===== config.mk =====
export PLATFORM = sky130hd
export DESIGN_NAME = xstate_engine
export DESIGN_NICKNAME = d
export VERILOG_FILES = /design/src/shared/xstate_pkg.sv /design/src/rtl/state_regfile.sv /design/src/rtl/xstate_engine.sv
export SDC_FILE = /design/constraint.sdc
export NUM_CORES = 2
export LEC_CHECK = 0
export CORE_MARGIN = 2
export CORE_UTILIZATION = 55
export CTS_CLUSTER_SIZE = 40
export DETAILED_ROUTE_END_ITERATION = 10
export DONT_BUFFER_PORTS = 1
export PLACE_DENSITY = 0.72
export SETUP_SLACK_MARGIN = 0.02
export SLEW_MARGIN = 10
export SYNTH_ARGS = -nofsm -noshare
export SYNTH_HDL_FRONTEND = slang
export SYNTH_SLANG_ARGS = --single-unit

===== constraint.sdc =====
create_clock -name clk_in -period 14.65 [get_ports clk_in]
set_input_delay 2.93 -clock clk_in [delete_from_list [all_inputs] [get_ports clk_in]]
set_output_delay 2.93 -clock clk_in [all_outputs]
set_load 0.02 [all_outputs]

===== src/shared/xstate_pkg.sv =====
// Shared constants and types for the extended-state save and restore engine.
package xstate_pkg;
  // Architectural register slots held in the register file.
  localparam logic [3:0] SLOT_RIGHTS = 4'h0;
  localparam logic [3:0] SLOT_ASID = 4'h1;
  localparam logic [3:0] SLOT_UCET = 4'h2;
  localparam logic [3:0] SLOT_PL3 = 4'h3;
  localparam logic [3:0] SLOT_PL0 = 4'h4;
  localparam logic [3:0] SLOT_PL1 = 4'h5;
  localparam logic [3:0] SLOT_PL2 = 4'h6;
  localparam logic [3:0] SLOT_DUTY = 4'h7;
  localparam logic [3:0] SLOT_HANDLER = 4'h8;
  localparam logic [3:0] SLOT_STACK = 4'h9;
  localparam logic [3:0] SLOT_MISC = 4'hA;
  localparam logic [3:0] SLOT_PD = 4'hB;
  localparam logic [3:0] SLOT_RR = 4'hC;
  localparam logic [3:0] SLOT_TT = 4'hD;
  localparam logic [3:0] SLOT_NONE = 4'hF;
  localparam int unsigned NUM_SLOTS = 14;

  // State component numbers.
  localparam logic [4:0] COMP_RIGHTS = 5'h09;
  localparam logic [4:0] COMP_ASID = 5'h0A;
  localparam logic [4:0] COMP_UFG = 5'h0B;
  localparam logic [4:0] COMP_SFG = 5'h0C;
  localparam logic [4:0] COMP_DUTY = 5'h0D;
  localparam logic [4:0] COMP_UIRQ = 5'h0E;

  // Section base byte addresses in the save area.
  localparam logic [11:0] BASE_RIGHTS = 12'h000;
  localparam logic [11:0] BASE_ASID = 12'h008;
  localparam logic [11:0] BASE_UFG = 12'h010;
  localparam logic [11:0] BASE_SFG = 12'h020;
  localparam logic [11:0] BASE_DUTY = 12'h038;
  localparam logic [11:0] BASE_UIRQ = 12'h040;

  // Byte offsets inside each section.
  localparam logic [11:0] OFF_RIGHTS = 12'h000;
  localparam logic [11:0] OFF_ASID = 12'h000;
  localparam logic [11:0] OFF_UCET = 12'h000;
  localparam logic [11:0] OFF_PL3 = 12'h008;
  localparam logic [11:0] OFF_PL_STRIDE = 12'h008;
  localparam logic [11:0] OFF_DUTY = 12'h000;
  localparam logic [11:0] OFF_HANDLER = 12'h000;
  localparam logic [11:0] OFF_STACK = 12'h008;
  localparam logic [11:0] OFF_MISC = 12'h010;
  localparam logic [11:0] OFF_PD = 12'h018;
  localparam logic [11:0] OFF_RR = 12'h020;
  localparam logic [11:0] OFF_TT = 12'h028;

  // Field positions and lane enables.
  localparam int unsigned RIGHTS_W = 32;
  localparam int unsigned FLAG_BIT = 63;
  localparam int unsigned VEC_HI = 39;
  localparam int unsigned VEC_LO = 32;
  localparam int unsigned MISC_RSV_HI = 62;
  localparam int unsigned MISC_RSV_LO = 40;
  localparam int unsigned PD_RSV_HI = 5;
  localparam int unsigned TT_RSV_HI = 3;
  localparam int unsigned TT_RSV_LO = 1;
  localparam int unsigned MAX_LA_W = 48;
  localparam logic [7:0] BE_RIGHTS = 8'h0F;
  localparam logic [7:0] BE_FULL = 8'hFF;

  typedef enum logic [9:0] {
    ST_IDLE = 10'h001,
    ST_VEC_RD = 10'h002,
    ST_VEC_CHK = 10'h004,
    ST_RD_REG = 10'h008,
    ST_WR_MEM = 10'h010,
    ST_RD_MEM = 10'h020,
    ST_MEM_WAIT = 10'h040,
    ST_CHK = 10'h080,
    ST_CLR_WR = 10'h100,
    ST_FIN = 10'h200
  } state_t;

  typedef struct packed {
    logic valid;
    logic restore;
  } op_req_t;

  typedef struct packed {
    logic req;
    logic we;
    logic [11:0] addr;
    logic [7:0] be;
    logic [63:0] wdata;
  } mem_req_t;

  typedef struct packed {
    logic valid;
    logic we;
    logic [3:0] idx;
    logic [63:0] wdata;
  } msr_req_t;
endpackage


===== src/rtl/state_regfile.sv =====
// Register file holding the managed architectural registers, with registered read data.
`timescale 1ns/100ps
`default_nettype none
module state_regfile (
  input wire logic clk_in,
  input wire logic rst_n_in,
  input wire logic we_in,
  input wire logic [3:0] waddr_in,
  input wire logic [63:0] wdata_in,
  input wire logic [3:0] raddr_in,
  output logic [63:0] rdata_out
);
  logic [63:0] mem_ff [16];

  // Every register clears on reset so that pending and rights mirrors agree with it.
  always_ff @(posedge clk_in) begin
    if (!rst_n_in) begin
      for (int i = 0; i < 16; i++) begin
        mem_ff[i] <= 64'h0;
      end
    end else if (we_in) begin
      mem_ff[waddr_in] <= wdata_in;
    end
  end

  // Read data shows the stored word one cycle after the address.
  always_ff @(posedge clk_in) begin
    if (!rst_n_in) begin
      rdata_out <= 64'h0;
    end else begin
      rdata_out <= mem_ff[raddr_in];
    end
  end
endmodule
`default_nettype wire


===== src/rtl/xstate_engine.sv =====
// Save and restore engine for state components 9 to 14 with checks and side effects.
`timescale 1ns/100ps
`default_nettype none
module xstate_engine (
  input wire logic clk_in,
  input wire logic rst_n_in,
  input wire logic os_save_feature_enable_in,
  input wire logic [15:0] user_component_mask_in,
  input wire logic [15:0] supervisor_component_mask_in,
  input wire xstate_pkg::op_req_t op_in,
  output logic op_ready_out,
  input wire logic vm_exit_in,
  output var xstate_pkg::mem_req_t mem_out,
  input wire logic [63:0] mem_rdata_in,
  input wire xstate_pkg::msr_req_t msr_in,
  output logic msr_ready_out,
  output logic msr_rvalid_out,
  output logic [63:0] msr_rdata_out,
  output logic [31:0] access_rights_out,
  output logic user_irq_flag_out,
  output logic user_irq_pending_out,
  output logic busy_out,
  output logic done_out,
  output logic fault_out,
  output logic abort_out
);
  xstate_pkg::state_t st_ff, nxt_st;
  logic [3:0] slot_ff, nxt_slot;
  logic restore_ff, loaded14_ff, fault_pend_ff, vmx_pend_ff, flag_ff, rr_nz_ff, msr_rv_ff;
  logic rights_pend_ff, done_ff, fault_ff, abort_ff;
  logic [31:0] rights_ff, rights_new_ff;
  logic [63:0] misc_hold_ff, rf_rdata, rf_wdata;
  logic [3:0] rf_raddr, rf_waddr, first_slot, after_slot;
  logic rf_we, msr_wr, load_wr, clr_wr, load_bad, vec_busy;
  xstate_pkg::mem_req_t mem_ff;

  function automatic logic [4:0] slot_comp(input logic [3:0] s);
    if (s == xstate_pkg::SLOT_RIGHTS) return xstate_pkg::COMP_RIGHTS;
    else if (s == xstate_pkg::SLOT_ASID) return xstate_pkg::COMP_ASID;
    else if (s <= xstate_pkg::SLOT_PL3) return xstate_pkg::COMP_UFG;
    else if (s <= xstate_pkg::SLOT_PL2) return xstate_pkg::COMP_SFG;
    else if (s == xstate_pkg::SLOT_DUTY) return xstate_pkg::COMP_DUTY;
    else return xstate_pkg::COMP_UIRQ;
  endfunction

  // A component moves only with the feature enable and its own mask bit.
  function automatic logic slot_en(input logic [3:0] s, input logic os, input logic [15:0] ucm,
                                   input logic [15:0] scm);
    logic [4:0] c;
    c = slot_comp(s);
    if (c == xstate_pkg::COMP_RIGHTS) return os & ucm[9];
    else return os & scm[c[3:0]];
  endfunction

  // Lowest enabled slot at or above the given one, or none.
  function automatic logic [3:0] next_en(input logic [3:0] from, input logic os, input logic [15:0] ucm,
                                         input logic [15:0] scm);
    logic [3:0] r;
    r = xstate_pkg::SLOT_NONE;
    for (int i = xstate_pkg::NUM_SLOTS - 1; i >= 0; i--) begin
      if (4'(i) >= from && slot_en(4'(i), os, ucm, scm)) begin
        r = 4'(i);
      end
    end
    return r;
  endfunction

  // Save-area byte address of each slot.
  function automatic logic [11:0] slot_addr(input logic [3:0] s);
    case (s)
      xstate_pkg::SLOT_RIGHTS: slot_addr = xstate_pkg::BASE_RIGHTS + xstate_pkg::OFF_RIGHTS;
      xstate_pkg::SLOT_ASID: slot_addr = xstate_pkg::BASE_ASID + xstate_pkg::OFF_ASID;
      xstate_pkg::SLOT_UCET: slot_addr = xstate_pkg::BASE_UFG + xstate_pkg::OFF_UCET;
      xstate_pkg::SLOT_PL3: slot_addr = xstate_pkg::BASE_UFG + xstate_pkg::OFF_PL3;
      xstate_pkg::SLOT_PL0: slot_addr = xstate_pkg::BASE_SFG;
      xstate_pkg::SLOT_PL1: slot_addr = xstate_pkg::BASE_SFG + xstate_pkg::OFF_PL_STRIDE;
      xstate_pkg::SLOT_PL2: slot_addr = 12'(xstate_pkg::BASE_SFG + 2 * xstate_pkg::OFF_PL_STRIDE);
      xstate_pkg::SLOT_DUTY: slot_addr = xstate_pkg::BASE_DUTY + xstate_pkg::OFF_DUTY;
      xstate_pkg::SLOT_HANDLER: slot_addr = xstate_pkg::BASE_UIRQ + xstate_pkg::OFF_HANDLER;
      xstate_pkg::SLOT_STACK: slot_addr = xstate_pkg::BASE_UIRQ + xstate_pkg::OFF_STACK;
      xstate_pkg::SLOT_MISC: slot_addr = xstate_pkg::BASE_UIRQ + xstate_pkg::OFF_MISC;
      xstate_pkg::SLOT_PD: slot_addr = xstate_pkg::BASE_UIRQ + xstate_pkg::OFF_PD;
      xstate_pkg::SLOT_RR: slot_addr = xstate_pkg::BASE_UIRQ + xstate_pkg::OFF_RR;
      default: slot_addr = xstate_pkg::BASE_UIRQ + xstate_pkg::OFF_TT;
    endcase
  endfunction

  function automatic logic is_canon(input logic [63:0] v);
    return (&v[63:xstate_pkg::MAX_LA_W - 1]) | ~(|v[63:xstate_pkg::MAX_LA_W - 1]);
  endfunction

  function automatic logic [63:0] canon(input logic [63:0] v);
    return {{(64 - xstate_pkg::MAX_LA_W){v[xstate_pkg::MAX_LA_W - 1]}}, v[xstate_pkg::MAX_LA_W - 1:0]};
  endfunction

  // Memory image of a slot; reserved fields are forced to zero.
  function automatic logic [63:0] save_fmt(input logic [3:0] s, input logic [63:0] v, input logic flag);
    logic [63:0] r;
    r = v;
    case (s)
      xstate_pkg::SLOT_RIGHTS: r = {32'h0, v[xstate_pkg::RIGHTS_W - 1:0]};
      xstate_pkg::SLOT_HANDLER, xstate_pkg::SLOT_STACK: r = canon(v);
      xstate_pkg::SLOT_PD: r = canon(v) & ~64'h3F;
      xstate_pkg::SLOT_TT: r = canon(v) & ~64'hE;
      xstate_pkg::SLOT_MISC: r = {flag, 23'h0, v[xstate_pkg::VEC_HI:0]};
      default: r = v;
    endcase
    return r;
  endfunction

  // True when a value read for restore must be refused.
  function automatic logic bad_val(input logic [3:0] s, input logic [63:0] v);
    case (s)
      xstate_pkg::SLOT_HANDLER, xstate_pkg::SLOT_STACK: bad_val = ~is_canon(v);
      xstate_pkg::SLOT_MISC: bad_val = |v[xstate_pkg::MISC_RSV_HI:xstate_pkg::MISC_RSV_LO];
      xstate_pkg::SLOT_PD: bad_val = ~is_canon(v) | (|v[xstate_pkg::PD_RSV_HI:0]);
      xstate_pkg::SLOT_TT: bad_val = ~is_canon(v) | (|v[xstate_pkg::TT_RSV_HI:xstate_pkg::TT_RSV_LO]);
      default: bad_val = 1'b0;
    endcase
  endfunction

  function automatic xstate_pkg::state_t goto_st(input logic [3:0] s, input logic rs);
    if (s == xstate_pkg::SLOT_NONE) return xstate_pkg::ST_FIN;
    else if (!rs) return xstate_pkg::ST_RD_REG;
    else if (s == xstate_pkg::SLOT_HANDLER) return xstate_pkg::ST_VEC_RD;
    else return xstate_pkg::ST_RD_MEM;
  endfunction

  // Slot walk, handshakes and register-file port selection.
  assign first_slot = next_en(4'h0, os_save_feature_enable_in, user_component_mask_in,
                              supervisor_component_mask_in);
  assign after_slot = next_en(4'(slot_ff + 4'h1), os_save_feature_enable_in, user_component_mask_in,
                              supervisor_component_mask_in);
  assign op_ready_out = (st_ff == xstate_pkg::ST_IDLE);
  assign msr_ready_out = op_ready_out & ~op_in.valid;
  assign busy_out = ~op_ready_out;
  assign vec_busy = |rf_rdata[xstate_pkg::VEC_HI:xstate_pkg::VEC_LO];
  assign load_bad = bad_val(slot_ff, mem_rdata_in);
  assign msr_wr = msr_ready_out & msr_in.valid & msr_in.we;
  assign load_wr = (st_ff == xstate_pkg::ST_CHK) & ~load_bad & ~vm_exit_in;
  assign clr_wr = (st_ff == xstate_pkg::ST_CLR_WR);
  assign rf_we = msr_wr | load_wr | clr_wr;
  assign rf_waddr = clr_wr ? xstate_pkg::SLOT_MISC : (load_wr ? slot_ff : msr_in.idx);
  assign rf_raddr = op_ready_out ? msr_in.idx : ((st_ff == xstate_pkg::ST_VEC_RD) ? xstate_pkg::SLOT_MISC : slot_ff);

  // Writes: notify-vector clear, restore load with the flag bit stripped, or direct access.
  assign rf_wdata = clr_wr ? {misc_hold_ff[63:xstate_pkg::VEC_HI + 1], 8'h00, misc_hold_ff[31:0]}
                  : load_wr ? ((slot_ff == xstate_pkg::SLOT_MISC) ? {1'b0, mem_rdata_in[62:0]}
                  : (slot_ff == xstate_pkg::SLOT_RIGHTS) ? {32'h0, mem_rdata_in[31:0]} : mem_rdata_in)
                  : msr_in.wdata;

  state_regfile u_regs (
    .clk_in(clk_in),
    .rst_n_in(rst_n_in),
    .we_in(rf_we),
    .waddr_in(rf_waddr),
    .wdata_in(rf_wdata),
    .raddr_in(rf_raddr),
    .rdata_out(rf_rdata)
  );

  // Sequencer; a fault anywhere ends the walk so later components stay untouched.
  always_comb begin
    nxt_st = st_ff;
    nxt_slot = slot_ff;
    case (st_ff)
      xstate_pkg::ST_IDLE: begin
        if (op_in.valid) begin
          nxt_slot = first_slot;
          nxt_st = goto_st(first_slot, op_in.restore);
        end
      end
      xstate_pkg::ST_VEC_RD: nxt_st = xstate_pkg::ST_VEC_CHK;
      xstate_pkg::ST_VEC_CHK: nxt_st = vec_busy ? xstate_pkg::ST_FIN : xstate_pkg::ST_RD_MEM;
      xstate_pkg::ST_RD_REG: nxt_st = xstate_pkg::ST_WR_MEM;
      xstate_pkg::ST_WR_MEM: begin
        nxt_slot = after_slot;
        nxt_st = (slot_ff == xstate_pkg::SLOT_TT) ? xstate_pkg::ST_CLR_WR : goto_st(after_slot, 1'b0);
      end
      xstate_pkg::ST_RD_MEM: nxt_st = xstate_pkg::ST_MEM_WAIT;
      xstate_pkg::ST_MEM_WAIT: nxt_st = xstate_pkg::ST_CHK;
      xstate_pkg::ST_CHK: begin
        if (load_bad || vm_exit_in) begin
          nxt_st = loaded14_ff ? xstate_pkg::ST_CLR_WR : xstate_pkg::ST_FIN;
        end else begin
          nxt_slot = after_slot;
          nxt_st = goto_st(after_slot, 1'b1);
        end
      end
      xstate_pkg::ST_CLR_WR: nxt_st = xstate_pkg::ST_FIN;
      xstate_pkg::ST_FIN: nxt_st = xstate_pkg::ST_IDLE;
      default: nxt_st = xstate_pkg::ST_IDLE;
    endcase
  end

  always_ff @(posedge clk_in) begin
    if (!rst_n_in) begin
      st_ff <= xstate_pkg::ST_IDLE;
      slot_ff <= xstate_pkg::SLOT_NONE;
    end else begin
      st_ff <= nxt_st;
      slot_ff <= nxt_slot;
    end
  end

  // Per-operation flags; they clear when a new operation is taken, and restore_ff loads its type.
  always_ff @(posedge clk_in) begin
    if (!rst_n_in || (op_ready_out && op_in.valid)) begin
      restore_ff <= op_in.valid & op_in.restore & rst_n_in;
      loaded14_ff <= 1'b0;
      fault_pend_ff <= 1'b0;
      vmx_pend_ff <= 1'b0;
    end else begin
      loaded14_ff <= loaded14_ff | (load_wr & (slot_ff >= xstate_pkg::SLOT_HANDLER));
      fault_pend_ff <= fault_pend_ff | ((st_ff == xstate_pkg::ST_VEC_CHK) & vec_busy)
                       | ((st_ff == xstate_pkg::ST_CHK) & load_bad);
      vmx_pend_ff <= vmx_pend_ff | ((st_ff == xstate_pkg::ST_CHK) & vm_exit_in & ~load_bad);
    end
  end

  // Misc image used for the vector clear, and the flag that rides in its top bit.
  always_ff @(posedge clk_in) begin
    if (!rst_n_in) begin
      misc_hold_ff <= 64'h0;
      flag_ff <= 1'b0;
    end else begin
      if (st_ff == xstate_pkg::ST_VEC_CHK || (st_ff == xstate_pkg::ST_WR_MEM && slot_ff == xstate_pkg::SLOT_MISC)) begin
        misc_hold_ff <= rf_rdata;
      end else if (load_wr && slot_ff == xstate_pkg::SLOT_MISC) begin
        misc_hold_ff <= rf_wdata;
      end
      if (load_wr && slot_ff == xstate_pkg::SLOT_MISC) begin
        flag_ff <= mem_rdata_in[xstate_pkg::FLAG_BIT];
      end
    end
  end

  // Save-area requests come from a flop; a save writes, a restore reads.
  always_ff @(posedge clk_in) begin
    if (!rst_n_in) begin
      mem_ff <= '0;
    end else begin
      mem_ff.req <= (st_ff == xstate_pkg::ST_WR_MEM) | (st_ff == xstate_pkg::ST_RD_MEM);
      mem_ff.we <= (st_ff == xstate_pkg::ST_WR_MEM);
      mem_ff.addr <= slot_addr(slot_ff);
      mem_ff.be <= (slot_ff == xstate_pkg::SLOT_RIGHTS) ? xstate_pkg::BE_RIGHTS : xstate_pkg::BE_FULL;
      mem_ff.wdata <= save_fmt(slot_ff, rf_rdata, flag_ff);
    end
  end

  // Rights value changes only outside a restore or in its ST_FIN state, so checks never see a half-loaded value.
  always_ff @(posedge clk_in) begin
    if (!rst_n_in) begin
      rights_ff <= 32'h0;
      rights_new_ff <= 32'h0;
      rights_pend_ff <= 1'b0;
    end else begin
      if (msr_wr && msr_in.idx == xstate_pkg::SLOT_RIGHTS) begin
        rights_ff <= msr_in.wdata[31:0];
      end else if (st_ff == xstate_pkg::ST_FIN && rights_pend_ff) begin
        rights_ff <= rights_new_ff;
      end
      if (load_wr && slot_ff == xstate_pkg::SLOT_RIGHTS) begin
        rights_new_ff <= mem_rdata_in[31:0];
      end
      rights_pend_ff <= (rights_pend_ff & (st_ff != xstate_pkg::ST_FIN)) | (load_wr & (slot_ff == xstate_pkg::SLOT_RIGHTS));
    end
  end

  // Status pulses and the pending mirror of the request word.
  always_ff @(posedge clk_in) begin
    if (!rst_n_in) begin
      rr_nz_ff <= 1'b0;
      msr_rv_ff <= 1'b0;
      done_ff <= 1'b0;
      fault_ff <= 1'b0;
      abort_ff <= 1'b0;
    end else begin
      if (rf_we && rf_waddr == xstate_pkg::SLOT_RR) begin
        rr_nz_ff <= |rf_wdata;
      end
      msr_rv_ff <= msr_ready_out & msr_in.valid & ~msr_in.we;
      done_ff <= (st_ff == xstate_pkg::ST_FIN);
      fault_ff <= (st_ff == xstate_pkg::ST_FIN) & fault_pend_ff;
      abort_ff <= (st_ff == xstate_pkg::ST_FIN) & vmx_pend_ff;
    end
  end

  assign mem_out = mem_ff;
  assign msr_rvalid_out = msr_rv_ff;
  assign msr_rdata_out = rf_rdata;
  assign access_rights_out = rights_ff;
  assign user_irq_flag_out = flag_ff;
  assign user_irq_pending_out = rr_nz_ff;
  assign done_out = done_ff;
  assign fault_out = fault_ff;
  assign abort_out = abort_ff;
endmodule
`default_nettype wire


==> results.py <==
metrics = {
    "power": {
        "p_leak_nw": 22.6,
        "p_sw_w": 0.00378,
        "internal-power_w": 0.00693,
        "p_clk_frac": 0.316,
        "comb_power_share": 0.260,
        "seqPwrFrac": 0.425,
        "switching_share": 0.353,
        "power-per-cell-area_nw_per_um2": 174,
        "ir_worst_vdd_mv": 0.215,
    },
    "synth": {
        "synth_edf_count": 1024,
        "syn_inst": 5613,
        "synth_area_leaders": "edfxtp_1 54%, dfxtp_1 9.9%, nand2_1 8.5%",
        "synthArstFlopShare": 0,
        "ys_seq_area_frac": 0.641,
        "synth_top_area_frac": 0.542,
        "ys_ff_latch": 1304,
        "synth_ff_type": "edfxtp_1",
        "syn_area_um2": 56700,
        "yosysWarnings": 0,
        "yosysUniqueCellTypes": 70,
        "yosys.area.top_type": "edfxtp_1",
        "syn_avg_cell_area_um2": 10.1,
    },
    "routing": {
        "drtAntennaViolNets": 0,
        "vias": 43543,
        "drt_iter0_markers": 6244,
        "firstDrtPassIters": 8,
        "wl_per_cell_um": 26.4,
        "drc": 0,
        "postRouteWirelength_mm": 180,
        "vias_per_cell": 6.40,
    },
    "global_route": {
        "grt_pass1_wl_mm": 263,
        "grt-ovfl-total": 0,
        "grt_pass1_vias": 41198,
        "antenna_found_initial": 4,
        "grtUsageTotal": 0.332,
        "grt_start_max_net_pins": 204,
    },
    "hold_path": {
        "hold_end": "rights_new_ff[5]",
        "min_path_type": "flip-flop to flip-flop",
        "hp-start": "rights_new_ff[5]",
        "holdPathStages": 2,
    },
    "setup_path": {
        "worst-path-buf-inv": 1,
        "worstPathArrival_ns": 8.03,
        "critPathMaxStageDelay_ns": 1.24,
        "r2r-start": "slot_ff[0]",
        "crit_family": "simple AND/OR/NAND/NOR gates",
        "r2r_slack_ns": 8.45,
        "crit_type": "input pin to flip-flop",
        "reg2reg_depth": 12,
        "critPathMaxFanout": 65,
        "crit_path_cell_trace": "nor3_1 -> a21oi_1 -> or3_1 -> a211o_4 -> and2_0 -> o21ai_0 -> buf_4 -> nor2b_1 -> nand2_4 -> nand2_4",
        "reg2reg_to": "u_regs.mem_ff[0][23]",
        "cp-end-kind": "flip-flop",
        "worstPathRequired_ns": 15.00,
        "startpoint_type": "input pin",
        "cp_common_cell": "nand2_4",
        "cp_slowest_cell": "nand2_4",
    },
    "placement": {
        "port_buffers": 0,
        "dpl-instance-area_um2": 57300,
        "hpwlAfterDp_mm": 98.2,
        "gp_congestion": 0.959,
    },
    "run_status": {
        "status": "completed",
    },
    "timing": {
        "timing.fmax_mhz": 130,
        "fin_skew_ns": 0.0336,
        "tightestPinTransition_ns": 1.33,
        "fin_crit_ns": 7.69,
        "finalSetupViolations": 0,
        "whs_ns": 0.450,
        "relSlewSlack": 0.111,
        "tns_ns": 0,
        "period_share": 0.525,
        "hold_violations": 0,
        "rsz0062_at_grt": "false",
        "maxSlewViolCount": 0,
    },
    "final_layout": {
        "final_common_cell": "nand2_1",
        "n_fill_cell": 8196,
        "final_cell_area_um2": 61700,
        "multi_input_area_um2": 18400,
        "final-seq-area_um2": 36400,
        "antenna_cells": 0,
        "syn2layout_area_growth_pct": 8.71,
        "drive_above_1_share": 0.0774,
        "fin_nets": 5501,
        "final_cell_mix": "1262 x nand2_1, 1129 x nor2_1, 1024 x edfxtp_1, 280 x dfxtp_1, 196 x and3_1",
    },
    "floorplan": {
        "die_w_um": 325,
        "die_h_um": 325,
        "row_count": 117,
        "start_util": 0.556,
        "num_io_pins": 363,
        "die-area_um2": 106000,
        "core_um2": 102000,
    },
    "cts": {
        "cts_resized": 0,
        "ctsHoldBuffers": 0,
        "cts_buffers": 136,
        "clkTransAtPathRegs_ns": 0.06,
        "cts_buffer_depth": 3,
        "worstSkewPairLatency_ns": 0.75,
        "cts_tree": "built",
        "htree_num_levels": 4,
        "cts-root-buf": "clkbuf_16",
        "cts.sinks": 1304,
        "postCtsSetupRepairBufs": 0,
    },
    "run": {
        "maxCapViolCount": 0,
    },
}
routing by layer:
metal | GRT usage | up-vias | part of all wire
li1 | - | 18903 | -
met1 | 0.439 | 21152 | 0.37
met2 | 0.514 | 3013 | 0.45
met3 | 0.0953 | 471 | 0.14
met4 | 0.142 | 4 | 0.043
met5 | 0 | - | 0.00011
power by group through the flow:
| stage | registers, W | clock network [W] | logic (W) |
|---|---|---|---|
| after CTS | 0.00455 | 0.00339 | 0.00272 |
| after global routing | 0.00456 | 0.00353 | 0.00298 |
| after floorplan | 0.00451 | 0 | 0.00194 |
| after detailed placement | 0.00462 | 0 | 0.00270 |
| final | 0.00455 | 0.00338 | 0.00278 |
| after global placement | 0.00462 | 0 | 0.00266 |
layout make-up:
class,count,area share
Clock buffer,199,0.0650
Clock inverter,53,0.00584
Inverter,21,0.00140
Multi-Input combinational cell,3766,0.299
Sequential cell,1304,0.589
Tap cell,1368,0.0277
Timing Repair Buffer,93,0.0119
cell families after synthesis:
logic type,Yosys count,synth area share
mux,35,0.00620
flops,1304,0.641
other cells,1,0.0000661
simple gates,2978,0.218
compound gates,734,0.0917
fa+ha+maj,7,0.00154
buf+inv,550,0.0413
xor+xnor,4,0.000618
cells in the mapped netlist (48+ instances only):
| master | n |
|---|---|
| a21oi_1 | 142 |
| nand2_1 | 1292 |
| a311oi_1 | 129 |
| a31oi_1 | 141 |
| and3_1 | 197 |
| and2_1 | 48 |
| nor2_1 | 1130 |
| nand3_1 | 185 |
| dfxtp_1 | 280 |
| edfxtp_1 | 1024 |
| a211oi_1 | 161 |
| clkbuf_1 | 342 |
| buf_2 | 133 |
how the worst max path moves through the flow:
stage | start | to | slack (ns) | cells after the start
floorplan | mem_rdata_in[62] | u_regs.mem_ff[4][0] | 7.40 | 12
finish | mem_rdata_in[1] | u_regs.mem_ff[0][23] | 6.96 | 10
CTS | mem_rdata_in[1] | u_regs.mem_ff[0][21] | 7.20 | 10
detailed placement | mem_rdata_in[1] | u_regs.mem_ff[0][23] | 6.43 | 10
global placement | mem_rdata_in[1] | u_regs.mem_ff[0][11] | 6.44 | 10
global route | mem_rdata_in[1] | u_regs.mem_ff[0][21] | 6.91 | 10
per-stage QoR:
step / utilization / power (W) / std cells / setup WS (ns)
2_1_floorplan: - / 0.00645 / 5620 / 7.40
3_3_place_gp: 0.562 / 0.00728 / 6552 / 6.44
3_5_place_dp: 0.562 / 0.00733 / 6552 / 6.43
4_1_cts: 0.605 / 0.0107 / 6804 / 7.20
5_1_grt: 0.605 / 0.0111 / 6804 / 6.91
6_report: 0.605 / 0.0107 / 6804 / 6.96
worst register-to-register path: stages (launching register included):
cell and delay [ns]:
dfxtp_1 0.61, inv_1 0.30, ha_1 0.33, nand3b_1 0.24
a21oi_1 0.09, or3_1 0.45, a211o_4 0.53, and2_0 0.25
o21ai_0 0.22, buf_4 0.22, nor2b_1 0.49, nand2_4 0.77
nand2_4 1.26
registers in the layout, summed over array words and instances (netlist names), 4 cells and up:
| signal | count |
|---|---|
| slot_ff | 4 |
| st_ff | 10 |
| misc_hold_ff | 56 |
| u_regs.rdata_out | 64 |
| u_regs.mem_ff | 1024 |
| mem_out | 72 |
| rights_new_ff | 32 |
| access_rights_out | 32 |
Power figures use the tool's default switching activity.
